<file path="config.mk">
export PLATFORM = sky130hd
export DESIGN_NAME = fault_status_register_bank
export DESIGN_NICKNAME = d
export VERILOG_FILES = /design/src/fsr_pkg.sv /design/src/fault_status_register_bank.sv /design/src/fault_latch_bank.sv
export SDC_FILE = /design/constraint.sdc
export NUM_CORES = 1
export LEC_CHECK = 0
export ABC_AREA = 1
export BUFFER_PORTS_ARGS = -buffer_cell sky130_fd_sc_hd__buf_4
export CELL_PAD_IN_SITES_DETAIL_PLACEMENT = 1
export CELL_PAD_IN_SITES_GLOBAL_PLACEMENT = 2
export CORE_UTILIZATION = 36
export CTS_BUF_LIST = sky130_fd_sc_hd__clkbuf_2
export DETAILED_ROUTE_END_ITERATION = 10
export GPL_TIMING_DRIVEN = 0
export PLACE_DENSITY = 0.83
export SLEW_MARGIN = 20
export SYNTH_ARGS = -nofsm -noshare
export SYNTH_HDL_FRONTEND = slang
export SYNTH_SLANG_ARGS = --single-unit
</file>
<file path="constraint.sdc">
create_clock -name clk -period 2.2 [get_ports clk]
set_clock_uncertainty 0.2 [all_clocks]
set_input_delay 0.44 -clock clk [delete_from_list [all_inputs] [get_ports clk]]
set_output_delay 0.44 -clock clk [all_outputs]
set_load 0.05 [all_outputs]
</file>
<file path="src/fsr_pkg.sv">
// Summary of operation
// - Any clear-trigger access clears latched faults
// - Fault bits 7-6 ignore writes, read zero
// - Bootstrap undervoltage latches bits 5, 4
// - Peak current limit latches bits 3, 2
// - Overvoltage bit 1, thermal shutdown bit 0
// - Channel enables in status-1 bits 7, 6
// - Diode emulation mode in bits 5, 4
// - Direction input levels in bits 3, 2
// - Invalid direction commands in bits 1, 0
// - Status-2 bits 7-6 read zero
// - Strap pin level in status-2 bit 5
// - Soft-start done in bits 4, 3
// - Shutdown pin state in bit 2
// - Adaptive dead time in bit 1
// - Supply undervoltage in bit 0
// - All four registers reset to 00h
// - Offset steps up after each acknowledged data byte
// - No clock stretching; busy means no acknowledge
package fsr_pkg;

	// Register offsets
	localparam logic [7:0] OFS_FAULT_CLEAR_TRIGGER = 8'h03;
	localparam logic [7:0] OFS_LATCHED_FAULT_FLAGS = 8'h78;
	localparam logic [7:0] OFS_CHANNEL_STATE_FLAGS = 8'hD0;
	localparam logic [7:0] OFS_MISC_STATE_FLAGS    = 8'hD1;

	// Reset values
	localparam logic [7:0] RST_FAULT_CLEAR_TRIGGER = 8'h00;
	localparam logic [7:0] RST_LATCHED_FAULT_FLAGS = 8'h00;
	localparam logic [7:0] RST_CHANNEL_STATE_FLAGS = 8'h00;
	localparam logic [7:0] RST_MISC_STATE_FLAGS    = 8'h00;
	localparam logic [7:0] READ_ZERO               = 8'h00;

	// Latched fault flag positions
	localparam int FAULT_COUNT                 = 6;
	localparam int BIT_BOOTSTRAP_UNDERVOLT_CH1 = 5;
	localparam int BIT_BOOTSTRAP_UNDERVOLT_CH2 = 4;
	localparam int BIT_PEAK_CURRENT_LIMIT_CH1  = 3;
	localparam int BIT_PEAK_CURRENT_LIMIT_CH2  = 2;
	localparam int BIT_OVERVOLTAGE_FAULT       = 1;
	localparam int BIT_THERMAL_SHUTDOWN_FAULT  = 0;

	// Channel state flag positions
	localparam int BIT_CHANNEL1_ENABLED        = 7;
	localparam int BIT_CHANNEL2_ENABLED        = 6;
	localparam int BIT_DIODE_EMULATION_CH1     = 5;
	localparam int BIT_DIODE_EMULATION_CH2     = 4;
	localparam int BIT_DIRECTION_CH1           = 3;
	localparam int BIT_DIRECTION_CH2           = 2;
	localparam int BIT_BAD_DIRECTION_CMD_CH1   = 1;
	localparam int BIT_BAD_DIRECTION_CMD_CH2   = 0;

	// Misc state flag positions
	localparam int BIT_STRAP_PIN_LEVEL         = 5;
	localparam int BIT_SOFTSTART_DONE_CH1      = 4;
	localparam int BIT_SOFTSTART_DONE_CH2      = 3;
	localparam int BIT_SHUTDOWN_PIN_STATE      = 2;
	localparam int BIT_ADAPTIVE_DEADTIME_ON    = 1;
	localparam int BIT_SUPPLY_UNDERVOLT        = 0;

	// Serial port
	localparam logic [6:0] DEV_ADDR_DEFAULT = 7'h2A; // Arbitrary value
	localparam logic [3:0] BITS_PER_BYTE    = 4'h8;
	localparam logic [3:0] LAST_OUT_BIT     = 4'h7;

	typedef enum logic [3:0] {
		ST_IDLE     = 4'b0000,
		ST_ADDR     = 4'b0001,
		ST_ADDR_ACK = 4'b0010,
		ST_PTR      = 4'b0011,
		ST_PTR_ACK  = 4'b0100,
		ST_WR       = 4'b0101,
		ST_WR_ACK   = 4'b0110,
		ST_RD       = 4'b0111,
		ST_RD_ACK   = 4'b1000
	} serial_state_type;

endpackage

</file>
<file path="src/fault_status_register_bank.sv">
`timescale 1ns/1ps
`default_nettype none

module fault_status_register_bank
	import fsr_pkg::*;
#(
	parameter logic [6:0] DEV_ADDR = DEV_ADDR_DEFAULT
)
(
	// Clock and reset
	input  wire logic       clk,
	input  wire logic       reset_n,
	// Serial port; clock is input only, never held low
	input  wire logic       scl_in,
	input  wire logic       sda_in,
	output logic            sda_out,
	output logic            sda_oe,
	// Port availability
	input  wire logic       link_ready,
	// Fault sources
	input  wire logic       bootstrap_undervolt_ch1,
	input  wire logic       bootstrap_undervolt_ch2,
	input  wire logic       peak_current_limit_ch1,
	input  wire logic       peak_current_limit_ch2,
	input  wire logic       overvoltage_fault,
	input  wire logic       thermal_shutdown_fault,
	// Channel state
	input  wire logic       channel1_enabled,
	input  wire logic       channel2_enabled,
	input  wire logic       diode_emulation_ch1,
	input  wire logic       diode_emulation_ch2,
	input  wire logic       direction_ch1,
	input  wire logic       direction_ch2,
	input  wire logic       bad_direction_cmd_ch1,
	input  wire logic       bad_direction_cmd_ch2,
	// Misc state
	input  wire logic       strap_pin_level,
	input  wire logic       softstart_done_ch1,
	input  wire logic       softstart_done_ch2,
	input  wire logic       shutdown_pin_state,
	input  wire logic       adaptive_deadtime_on,
	input  wire logic       supply_undervolt,
	// Register view
	output logic [7:0]      latched_fault_flags
);

	// Line sampling
	logic                   scl_r;
	logic                   sda_r;
	logic                   scl_q;
	logic                   sda_q;
	logic                   start_cond;
	logic                   stop_cond;
	logic                   scl_rise;
	logic                   scl_fall;

	// Serial engine
	serial_state_type       state_r;
	logic [3:0]             bit_cnt_r;
	logic [7:0]             shift_r;
	logic [7:0]             out_r;
	logic [7:0]             ptr_r;
	logic                   rw_r;
	logic                   host_ack_r;
	logic                   sda_oe_r;
	logic                   byte_done;
	logic                   addr_match;
	logic                   rd_load;
	logic [7:0]             rd_addr;
	logic [7:0]             rd_byte;
	logic                   wr_strobe;
	logic                   clear_hit;
	logic                   clear_by_write;
	logic                   clear_by_read;

	// Registers
	logic [7:0]             clear_trigger_r;
	logic [7:0]             chan_state_r;
	logic [7:0]             misc_state_r;
	logic [FAULT_COUNT-1:0] fault_event;
	logic [FAULT_COUNT-1:0] fault_flags;

	// Reserved offsets and bits read as zero
	function automatic logic [7:0] read_mux(input logic [7:0] addr,
		input logic [7:0] clr, input logic [7:0] flt,
		input logic [7:0] st1, input logic [7:0] st2);
		logic [7:0] v;
		v = READ_ZERO;
		unique case (addr)
			OFS_FAULT_CLEAR_TRIGGER: v = clr;
			OFS_LATCHED_FAULT_FLAGS: v = flt;
			OFS_CHANNEL_STATE_FLAGS: v = st1;
			OFS_MISC_STATE_FLAGS:    v = st2;
			default:                 v = READ_ZERO;
		endcase
		return v;
	endfunction

	// Two stages of sampling; the second gives the edge detectors a previous value
	always_ff @(posedge clk or negedge reset_n) begin
		if (!reset_n) begin
			scl_r <= 1'b1;
			sda_r <= 1'b1;
			scl_q <= 1'b1;
			sda_q <= 1'b1;
		end else begin
			scl_r <= scl_in;
			sda_r <= sda_in;
			scl_q <= scl_r;
			sda_q <= sda_r;
		end
	end

	assign start_cond = scl_q & scl_r & sda_q & ~sda_r;
	assign stop_cond  = scl_q & scl_r & ~sda_q & sda_r;
	assign scl_rise   = ~scl_q & scl_r;
	assign scl_fall   = scl_q & ~scl_r;
	assign byte_done  = scl_fall && (bit_cnt_r == BITS_PER_BYTE);

	// Busy port withholds the acknowledge instead of stretching
	assign addr_match = (shift_r[7:1] == DEV_ADDR) && link_ready;

	// Read byte is fetched on address ack or on an acknowledged read
	assign rd_load = scl_fall && (((state_r == ST_ADDR_ACK) && rw_r)
		|| ((state_r == ST_RD_ACK) && host_ack_r));
	assign rd_addr = (state_r == ST_RD_ACK) ? 8'(ptr_r + 8'h01) : ptr_r;
	assign rd_byte = read_mux(rd_addr, clear_trigger_r, latched_fault_flags,
		chan_state_r, misc_state_r);

	assign wr_strobe = (state_r == ST_WR) && byte_done;

	// Read or write of the trigger offset both count as access
	assign clear_by_write = wr_strobe && (ptr_r == OFS_FAULT_CLEAR_TRIGGER);
	// A fetch counts even if the host then refuses the byte
	assign clear_by_read  = rd_load && (rd_addr == OFS_FAULT_CLEAR_TRIGGER);
	assign clear_hit      = clear_by_write || clear_by_read;

	// Bit counter and input shifter
	always_ff @(posedge clk or negedge reset_n) begin
		if (!reset_n) begin
			bit_cnt_r <= 4'h0;
			shift_r   <= 8'h00;
		end else if (start_cond || stop_cond) begin
			// A start or stop mid-byte drops the partial byte
			bit_cnt_r <= 4'h0;
		end else if (rd_load || byte_done) begin
			bit_cnt_r <= 4'h0;
		end else if ((state_r == ST_ADDR || state_r == ST_PTR || state_r == ST_WR)
			&& scl_rise) begin
			shift_r   <= {shift_r[6:0], sda_r};
			bit_cnt_r <= 4'(bit_cnt_r + 4'h1);
		end else if (state_r == ST_RD && scl_fall) begin
			bit_cnt_r <= 4'(bit_cnt_r + 4'h1);
		end
	end

	// Protocol sequencer
	always_ff @(posedge clk or negedge reset_n) begin
		if (!reset_n) begin
			state_r <= ST_IDLE;
			rw_r    <= 1'b0;
		end else if (start_cond) begin
			// Repeated start lands here too, keeping the offset
			state_r <= ST_ADDR;
		end else if (stop_cond) begin
			state_r <= ST_IDLE;
		end else begin
			unique case (state_r)
				ST_IDLE: begin
					// Refused or finished frames wait here for a start
					state_r <= ST_IDLE;
				end
				ST_ADDR: begin
					if (byte_done) begin
						if (addr_match) begin
							rw_r    <= shift_r[0];
							state_r <= ST_ADDR_ACK;
						end else begin
							state_r <= ST_IDLE;
						end
					end
				end
				ST_ADDR_ACK: begin
					if (scl_fall) begin
						state_r <= rw_r ? ST_RD : ST_PTR;
					end
				end
				ST_PTR: begin
					if (byte_done) begin
						state_r <= ST_PTR_ACK;
					end
				end
				ST_PTR_ACK: begin
					if (scl_fall) begin
						state_r <= ST_WR;
					end
				end
				ST_WR: begin
					if (byte_done) begin
						state_r <= ST_WR_ACK;
					end
				end
				ST_WR_ACK: begin
					if (scl_fall) begin
						state_r <= ST_WR;
					end
				end
				ST_RD: begin
					if (scl_fall && bit_cnt_r == LAST_OUT_BIT) begin
						state_r <= ST_RD_ACK;
					end
				end
				ST_RD_ACK: begin
					if (scl_fall) begin
						// Host not acknowledging ends the read
						state_r <= host_ack_r ? ST_RD : ST_IDLE;
					end
				end
				default: begin
					state_r <= ST_IDLE;
				end
			endcase
		end
	end

	// Host acknowledge after a read byte
	always_ff @(posedge clk or negedge reset_n) begin
		if (!reset_n) begin
			host_ack_r <= 1'b0;
		end else if (state_r == ST_RD_ACK && scl_rise) begin
			host_ack_r <= ~sda_r;
		end else if (state_r != ST_RD_ACK) begin
			host_ack_r <= 1'b0;
		end
	end

	// Register offset pointer
	always_ff @(posedge clk or negedge reset_n) begin
		if (!reset_n) begin
			ptr_r <= 8'h00;
		end else if (state_r == ST_PTR && byte_done) begin
			ptr_r <= shift_r;
		end else if (state_r == ST_WR_ACK && scl_fall) begin
			ptr_r <= 8'(ptr_r + 8'h01);
		end else if (state_r == ST_RD_ACK && rd_load) begin
			ptr_r <= 8'(ptr_r + 8'h01);
		end
	end

	// Data line driver; only ever pulls low
	always_ff @(posedge clk or negedge reset_n) begin
		if (!reset_n) begin
			sda_oe_r <= 1'b0;
			out_r    <= 8'h00;
		end else if (start_cond || stop_cond) begin
			sda_oe_r <= 1'b0;
		end else if (rd_load) begin
			out_r    <= rd_byte;
			sda_oe_r <= ~rd_byte[7];
		end else if (state_r == ST_ADDR && byte_done) begin
			sda_oe_r <= addr_match;
		end else if ((state_r == ST_PTR || state_r == ST_WR) && byte_done) begin
			sda_oe_r <= 1'b1;
		end else if (state_r == ST_RD && scl_fall) begin
			if (bit_cnt_r == LAST_OUT_BIT) begin
				sda_oe_r <= 1'b0;
			end else begin
				out_r    <= {out_r[6:0], 1'b0};
				sda_oe_r <= ~out_r[6];
			end
		end else if (scl_fall && (state_r == ST_ADDR_ACK || state_r == ST_PTR_ACK
			|| state_r == ST_WR_ACK || state_r == ST_RD_ACK)) begin
			sda_oe_r <= 1'b0;
		end
	end

	// Open drain; the pull-up supplies every high level
	assign sda_out = 1'b0;
	assign sda_oe  = sda_oe_r;

	// Trigger register keeps its written value; other writes dropped
	always_ff @(posedge clk or negedge reset_n) begin
		if (!reset_n) begin
			clear_trigger_r <= RST_FAULT_CLEAR_TRIGGER;
		end else if (clear_by_write) begin
			clear_trigger_r <= shift_r;
		end
	end

	// Live status snapshots; one cycle of delay keeps reads glitch free
	always_ff @(posedge clk or negedge reset_n) begin
		if (!reset_n) begin
			chan_state_r <= RST_CHANNEL_STATE_FLAGS;
		end else begin
			chan_state_r[BIT_CHANNEL1_ENABLED]      <= channel1_enabled;
			chan_state_r[BIT_CHANNEL2_ENABLED]      <= channel2_enabled;
			chan_state_r[BIT_DIODE_EMULATION_CH1]   <= diode_emulation_ch1;
			chan_state_r[BIT_DIODE_EMULATION_CH2]   <= diode_emulation_ch2;
			chan_state_r[BIT_DIRECTION_CH1]         <= direction_ch1;
			chan_state_r[BIT_DIRECTION_CH2]         <= direction_ch2;
			chan_state_r[BIT_BAD_DIRECTION_CMD_CH1] <= bad_direction_cmd_ch1;
			chan_state_r[BIT_BAD_DIRECTION_CMD_CH2] <= bad_direction_cmd_ch2;
		end
	end

	always_ff @(posedge clk or negedge reset_n) begin
		if (!reset_n) begin
			misc_state_r <= RST_MISC_STATE_FLAGS;
		end else begin
			misc_state_r[7:6]                      <= 2'b00;
			misc_state_r[BIT_STRAP_PIN_LEVEL]      <= strap_pin_level;
			misc_state_r[BIT_SOFTSTART_DONE_CH1]   <= softstart_done_ch1;
			misc_state_r[BIT_SOFTSTART_DONE_CH2]   <= softstart_done_ch2;
			misc_state_r[BIT_SHUTDOWN_PIN_STATE]   <= shutdown_pin_state;
			misc_state_r[BIT_ADAPTIVE_DEADTIME_ON] <= adaptive_deadtime_on;
			misc_state_r[BIT_SUPPLY_UNDERVOLT]     <= supply_undervolt;
		end
	end

	// Fault sources into their flag positions
	always_comb begin
		fault_event = '0;
		fault_event[BIT_BOOTSTRAP_UNDERVOLT_CH1] = bootstrap_undervolt_ch1;
		fault_event[BIT_BOOTSTRAP_UNDERVOLT_CH2] = bootstrap_undervolt_ch2;
		fault_event[BIT_PEAK_CURRENT_LIMIT_CH1]  = peak_current_limit_ch1;
		fault_event[BIT_PEAK_CURRENT_LIMIT_CH2]  = peak_current_limit_ch2;
		fault_event[BIT_OVERVOLTAGE_FAULT]       = overvoltage_fault;
		fault_event[BIT_THERMAL_SHUTDOWN_FAULT]  = thermal_shutdown_fault;
	end

	fault_latch_bank u_faults (
		.clk         (clk),
		.reset_n     (reset_n),
		.fault_event (fault_event),
		.clear_all   (clear_hit),
		.flags       (fault_flags)
	);

	// Top two bits have no storage and writes never reach them
	assign latched_fault_flags = {2'b00, fault_flags};

endmodule // fault_status_register_bank

`default_nettype wire

</file>
<file path="src/fault_latch_bank.sv">
`timescale 1ns/1ps
`default_nettype none

module fault_latch_bank
	import fsr_pkg::*;
(
	// Clock and reset
	input  wire logic                   clk,
	input  wire logic                   reset_n,
	// Fault sources and clear
	input  wire logic [FAULT_COUNT-1:0] fault_event,
	input  wire logic                   clear_all,
	// Latched flags
	output logic      [FAULT_COUNT-1:0] flags
);

	genvar i;
	generate
		for (i = 0; i < FAULT_COUNT; i++) begin : g_flag
			logic flag_r;
			// Set beats clear so an event in the clear cycle survives
			always_ff @(posedge clk or negedge reset_n) begin
				if (!reset_n) begin
					flag_r <= RST_LATCHED_FAULT_FLAGS[i];
				end else if (fault_event[i]) begin
					flag_r <= 1'b1;
				end else if (clear_all) begin
					flag_r <= 1'b0;
				end
			end
			assign flags[i] = flag_r;
		end
	endgenerate

endmodule // fault_latch_bank

`default_nettype wire

</file>
==> impl_metrics.py, run 1 <==
metrics = {
    "synth": {
        "synth.mux.area_fraction_pct": 0,
        "ys_warn_count": 0,
        "synth_area_mm2": 0.00359,
        "syn_avg_cell_area_um2": 7.85,
        "synth_top_family_by_area": "simple AND/OR/NAND/NOR gates",
        "synth_edf_count": 0,
        "synth_xor_area_share_pct": 0.733,
        "synth-compound-area-share_pct": 10.9,
        "synth_cell_type_count": 31,
        "syn_inst": 457,
        "ys_ff_latch": 66,
        "synth.yosys.seq_area_share_pct": 46.2,
        "yosys.area_share.simple_pct": 31.6,
        "ys_async_sr_fraction_pct": 100,
        "synth_flop_cell": "dfrtp_1",
        "synth_fa_ha_area_share_pct": 1.05,
    },
    "clock_tree": {
        "clk_latency_ns": 0.51,
        "cts.clk_slew.worst_paths_ns": 0.19,
        "cts_max_level": 3,
        "cts_sinks": 66,
        "cts_buffers": 9,
        "root_buffer": "clkbuf_2",
        "clk_path_buf_depth": 2,
        "cts_tree": "yes",
    },
    "finish": {
        "syn_to_final_growth_pct": 38.0,
        "final_core_util_pct": 50.9,
        "drive_above_1_share_pct": 35.4,
        "fill_cells": 1210,
        "fin_nets": 588,
        "fin_area_mm2": 0.00495,
        "n_antenna_cell": 0,
        "final_cells": 698,
    },
    "setup_path": {
        "cpMostUsedCell": "nand2_1",
        "path_max_fanout": 7,
        "cp-end-kind": "flop",
        "slowest_delay_ns": 0.45,
        "cp_num_buf_inv": 2,
        "critPathKind": "flop to flop",
        "required_ns": 2.46,
        "critPathArrivalTime_ns": 2.47,
        "slowest_stage": "dfrtp_1",
        "crit_family": "simple AND/OR/NAND/NOR gates",
        "crit_chain": "buf_6 -> nand2_4 -> nor2_4 -> nand3_2 -> nand3_2 -> nand2_2 -> buf_4 -> nor2_4 -> nand3_2 -> nand2_1 -> nor2_1 -> nand2_1 -> nand2_1 -> nand2_1",
        "worstSetupStartpointType": "flop",
    },
    "power": {
        "switching_share_pct": 37.8,
        "vdd_ir_drop_max_v": 0.000324,
        "p_int_mw": 1.85,
        "p_per_area_mw_per_mm2": 599,
        "p_switching_mw": 1.12,
        "pwr-share-seq_pct": 48.8,
        "power.share.clock_pct": 20.6,
        "combPwrFrac_pct": 30.6,
        "power_leakage_nw": 2.34,
        "p_total_mw": 2.96,
    },
    "placement": {
        "hpwl_um": 7510,
        "placed_area_mm2": 0.00399,
        "port_buffers": 31,
        "place_inst": 623,
        "gp_congestion": 0.839,
        "place_ws_ns": -0.359,
    },
    "timing": {
        "slew_violations": 0,
        "finalHoldViolCount": 0,
        "tightest_slew_ns": 0.872,
        "post-route-period-util_pct": 100,
        "setup_viol": 1,
        "relSlewSlack_pct": 41.9,
        "rsz0062_at_grt": "true",
        "min_period_ns": 2.21,
        "fin_ws_ns": -0.00523,
        "fmax_mhz": 453,
    },
    "route": {
        "first_iter_violations": 115,
        "firstDrtPassIters": 4,
        "ant_nets": 0,
        "wl_per_cell_um": 15.8,
        "drc_errors": 0,
        "viasPerCell": 4.93,
        "wirelength_um": 11000,
        "vias": 3439,
    },
    "floorplanning": {
        "initial_core_util_pct": 36.9,
        "die_area_mm2": 0.0104,
        "core_mm2": 0.00973,
        "num_rows": 36,
        "chipHeight_um": 102,
        "dieWidth_um": 102,
        "ios": 35,
    },
    "status": {
        "status": "finished, violations left",
        "violations": "setup timing",
    },
    "global_routing": {
        "grt_overflow": 0,
        "grt_pass1_vias": 3532,
        "grt.total_usage_pct": 22.4,
        "grt_antenna_before_repair": 0,
        "grt_max_degree": 67,
        "grt_pass1_wl_um": 17500,
    },
    "flow_run": {
        "max_cap_viol_count": 0,
    },
    "min_path": {
        "hold_path.class": "flop to flop",
    },
}
==> power by group through the flow <==
stage          clock, mW  combinational, mW  sequential, mW
4_1_cts            0.628              0.765            1.44
3_3_place_gp           0              0.653            1.46
2_1_floorplan          0              0.474            1.44
5_1_grt            0.677               1.01            1.46
3_5_place_dp           0              0.676            1.46
6_report           0.610              0.907            1.45
==> layout by cell type, fill, tap and decap left out, types with 4 or more instances in the layout <==
cell,instances
a21oi_1,4
nand3_2,19
clkbuf_2,11
buf_2,4
dfrtp_1,60
nand2_1,107
inv_2,7
nor2_4,12
nor2_1,20
nand3_1,40
nor2_2,10
nand2_4,6
nand2_2,21
o21ai_2,5
dlygate4sd3_1,23
buf_4,65
inv_1,41
o21ai_0,26
o211ai_1,4
a31o_2,4
nor3_1,4
nand4_1,7
buf_6,13
o21ai_1,11
dfstp_2,4
==> cells by family after synthesis <==
family | after synthesis
xor+xnor | 3
other cells | 1
simple gates | 249
compound gates | 65
buf+inv | 70
flops | 66
fa+ha+maj | 3
==> per-stage QoR <==
step | hold WS, ns | TNS (ns)
global placement | 0.168 | -3.43
CTS | 0.180 | 0
global route | 0.183 | -1.44
floorplan | -0.0556 | 0
finish | 0.177 | -0.00523
detailed placement | 0.170 | -3.93
==> repair_timing <==
| action | 4_1_cts | 5_1_grt |
|---|---|---|
| gates cloned | 2 | 2 |
| pin swaps | 11 | 29 |
| endpoints found under the hold margin | 84 | 0 |
| gates resized for setup | 29 | 79 |
| setup buffers | 17 | 15 |
| endpoints found under the setup margin | 30 | 41 |
| hold buffers | 23 | 0 |
==> synthesized netlist by cell type (2+ instances only) <==
cell / n / share of area, %
a21oi_1: 5 / 0.70
a31o_2: 4 / 0.98
a31oi_1: 3 / 0.52
buf_2: 3 / 0.42
buf_4: 9 / 1.9
buf_6: 5 / 1.6
clkbuf_1: 3 / 0.31
dfrtp_1: 62 / 43
dfstp_2: 4 / 2.9
ha_1: 3 / 1.0
inv_1: 43 / 4.5
inv_2: 7 / 0.73
nand2_1: 130 / 14
nand2_2: 4 / 0.70
nand3_1: 58 / 8.1
nand3_2: 4 / 1.1
nand4_1: 7 / 1.2
nor2_1: 29 / 3.0
nor2_2: 4 / 0.70
nor2_4: 7 / 2.2
nor3_1: 4 / 0.56
nor4_1: 2 / 0.35
o211ai_1: 4 / 0.84
o21ai_0: 31 / 4.3
o21ai_1: 12 / 1.7
o21bai_1: 3 / 0.63
xor2_1: 3 / 0.73
==> registers in the layout, summed over array words and instances, names as in the netlist <==
register and count:
state_r 4, sda_oe 1, sda_r 1, chan_state_r 8, rw_r 1, scl_r 1, host_ack_r 1, misc_state_r 6
shift_r 8, sda_q 1, u_faults.g_flag.flag_r 6, bit_cnt_r 4, scl_q 1, ptr_r 8, clear_trigger_r 8, out_r 7
==> routing by layer <==
metal / wire [µm] / global-route usage, % / vias to the layer above
met1: 5020 / 28.7 / 1681
met5: 0 / 0 / -
met3: 303 / 4.21 / 12
met4: 134 / 5.13 / 0
li1: - / - / 1695
met2: 5600 / 38.9 / 51
==> area by class of cell <==
type	instances	area [µm²]	area share, %
multi-input cells	325	1920	38.8
flip-flops and latches	66	1660	33.5
repair buffers	88	761	15.4
inverters	50	195	3.94
well taps	133	166	3.36
plain buffers	20	164	3.31
clock buffers	10	50.0	1.01
clock inverters	6	33.8	0.683
==> final timing paths <==
check | from | end | slack, ns | cells past startpoint
max in group asynchronous | reset_n | ptr_r[5] | 0.85 | 2
hold reg to reg | sda_r | sda_q | 0.18 | 0
hold / removal | sda_r | sda_q | 0.18 | 0
min in group asynchronous | reset_n | u_faults.g_flag[1].flag_r | 0.36 | 2
setup / recovery | ptr_r[1] | out_r[1] | -0.005 | 14
setup reg to reg | ptr_r[1] | out_r[1] | -0.005 | 14
(Power assumes the default switching activity.)
==> run 2: changes to the inputs <==
--- a/config.mk
+++ b/config.mk
@@ -13,7 +13,7 @@
 export CTS_BUF_LIST = sky130_fd_sc_hd__clkbuf_2
 export DETAILED_ROUTE_END_ITERATION = 10
 export GPL_TIMING_DRIVEN = 0
-export PLACE_DENSITY = 0.83
+export PLACE_DENSITY = 0.9
 export SLEW_MARGIN = 20
 export SYNTH_ARGS = -nofsm -noshare
 export SYNTH_HDL_FRONTEND = slang
==> run 2 against run 1 <==
The flow still finishes with violations (setup timing). Critical path depth shrank 2. Count of clock-buffer cells in the layout is the same. Final area shrank 3.5%. Worst setup slack lost 0.10 ns. Core utilization shrank 1.8 points. Clock power grew 44%. Total power grew 4.9%. Fmax shrank 4.4%. Highest routed layer unchanged.
==> impl_metrics.py, run 2 (same netlist as run 1, synthesis figures left out) <==
metrics = {
    "clock_tree": {
        "root_buffer": "clkbuf_2",
        "cts_tree": "yes",
        "cts_max_level": 3,
        "cts.clk_slew.worst_paths_ns": 0.20,
        "cts_sinks": 66,
        "cts_buffers": 9,
        "clk_latency_ns": 0.52,
        "clk_path_buf_depth": 2,
    },
    "timing": {
        "setup_viol": 7,
        "fmax_mhz": 434,
        "post-route-period-util_pct": 105,
        "fin_tns_setup_ns": -0.269,
        "slew_violations": 0,
        "min_period_ns": 2.31,
        "tightest_slew_ns": 0.859,
        "rsz0062_at_grt": "true",
        "relSlewSlack_pct": 42.7,
        "fin_ws_ns": -0.106,
        "finalHoldViolCount": 0,
    },
    "finish": {
        "multi_input_area_mm2": 0.00186,
        "fin_nets": 571,
        "n_antenna_cell": 0,
        "mostFrequentLayoutCells": "115 x nand2_1, 60 x dfrtp_1, 54 x buf_4",
        "final_cells": 681,
        "final_core_util_pct": 49.1,
        "final_common_cell": "nand2_1",
        "seqCellArea_mm2": 0.00166,
        "syn_to_final_growth_pct": 33.2,
        "fin_area_mm2": 0.00478,
        "fill_cells": 1205,
        "drive_above_1_share_pct": 31.2,
    },
    "setup_path": {
        "rr_worst_depth": 12,
        "worstSetupStartpointType": "flop",
        "path_max_fanout": 7,
        "critPathKind": "flop to flop",
        "slowest_stage": "dfrtp_1",
        "slowest_delay_ns": 0.47,
        "cp-end-kind": "flop",
        "r2r_slack_ns": -0.11,
        "rr_startpoint": "ptr_r[1]",
        "crit_family": "simple AND/OR/NAND/NOR gates",
        "worstReg2RegEnd": "out_r[0]",
        "cp_num_buf_inv": 2,
        "crit_chain": "buf_6 -> nand2_4 -> nor2_4 -> nand3_2 -> nand3_2 -> nand2_2 -> buf_4 -> nor2_2 -> nand3_1 -> nand4_1 -> nand2_1 -> nand2_1",
        "critPathArrivalTime_ns": 2.59,
        "critPathLaunch": "ptr_r[1]",
        "required_ns": 2.49,
    },
    "route": {
        "wl_per_cell_um": 16.6,
        "wirelength_um": 11300,
        "viasPerCell": 5.12,
        "vias": 3490,
        "first_iter_violations": 141,
        "drc_errors": 0,
        "ant_nets": 0,
        "firstDrtPassIters": 4,
    },
    "min_path": {
        "min_from": "sda_r",
        "hold_path.class": "flop to flop",
        "min_to": "sda_q",
        "whs_path_depth": 0,
    },
    "placement": {
        "hpwl_um": 7370,
        "place_inst": 623,
        "gp_congestion": 0.822,
        "placed_area_mm2": 0.00399,
        "port_buffers": 31,
    },
    "global_routing": {
        "grt_max_degree": 67,
        "grt.total_usage_pct": 23.0,
        "grt_pass1_vias": 3476,
        "grt_pass1_wl_um": 17600,
        "grt_overflow": 0,
        "grt_antenna_before_repair": 0,
    },
    "power": {
        "pwr-share-seq_pct": 46.4,
        "p_int_mw": 2.00,
        "power.share.clock_pct": 28.2,
        "power_leakage_nw": 2.25,
        "p_per_area_mw_per_mm2": 651,
        "vdd_ir_drop_max_v": 0.000374,
        "combPwrFrac_pct": 25.4,
        "p_switching_mw": 1.11,
        "switching_share_pct": 35.7,
    },
    "floorplanning": {
        "dieWidth_um": 102,
        "initial_core_util_pct": 36.9,
        "die_area_mm2": 0.0104,
        "num_rows": 36,
        "chipHeight_um": 102,
        "core_mm2": 0.00973,
        "ios": 35,
    },
    "status": {
        "violations": "setup timing",
        "status": "finished, violations left",
    },
    "flow_run": {
        "max_cap_viol_count": 0,
    },
}
[run 2: worst max path at each step]
stage	end	cells after the start
after floorplan	sda_oe	13
after global placement	ptr_r[4]	9
after detailed placement	ptr_r[4]	9
after CTS	ptr_r[4]	9
after global routing	out_r[0]	14
final	out_r[0]	12
[run 2: layer usage]
metal  GRT usage (%)  share of wire (%)
met4            9.14                2.1
met1            29.2                 44
met3            3.73                3.0
met5               0                  0
met2            38.9                 51
[run 2: cell type report]
cell class | instances | area share, %
Timing Repair Buffer | 71 | 12.6
Clock inverter | 6 | 1.86
Sequential cell | 66 | 34.7
Clock buffer | 10 | 1.05
Inverter | 50 | 3.98
Buffer | 20 | 3.38
Multi-Input combinational cell | 325 | 38.9
Tap cell | 133 | 3.48
[run 2: worst register-to-register path, stage by stage, from the launching register on]
cell and delay [ns]:
dfrtp_1 0.47, buf_6 0.13, nand2_4 0.04, nor2_4 0.24, nand3_2 0.12, nand3_2 0.08
nand2_2 0.08, buf_4 0.15, nor2_2 0.23, nand3_1 0.20, nand4_1 0.19, nand2_1 0.07
nand2_1 0.06
[run 2: per-stage QoR]
step / worst slack [ns] / power [mW] / hold slack, ns
2_1_floorplan: 0.254 / 1.91 / -0.0556
3_3_place_gp: -0.316 / 2.11 / 0.165
3_5_place_dp: -0.340 / 2.14 / 0.170
4_1_cts: 0.00628 / 3.06 / 0.191
5_1_grt: -0.186 / 3.28 / 0.202
6_report: -0.106 / 3.11 / 0.189
[run 2: what timing repair did]
item,CTS,global route
pin swaps,9,17
resized for setup,19,58
setup buffers,10,7
endpoints found under the hold margin,84,0
cloned,2,0
hold buffers,23,0
endpoints found under the setup margin,30,27
[run 2: power groups by stage]
stage	combinational, mW	sequential [mW]	clock (mW)
after global routing	0.890	1.46	0.930
final	0.788	1.44	0.876
after global placement	0.653	1.46	0
after detailed placement	0.674	1.46	0
after CTS	0.746	1.43	0.883
after floorplan	0.474	1.44	0
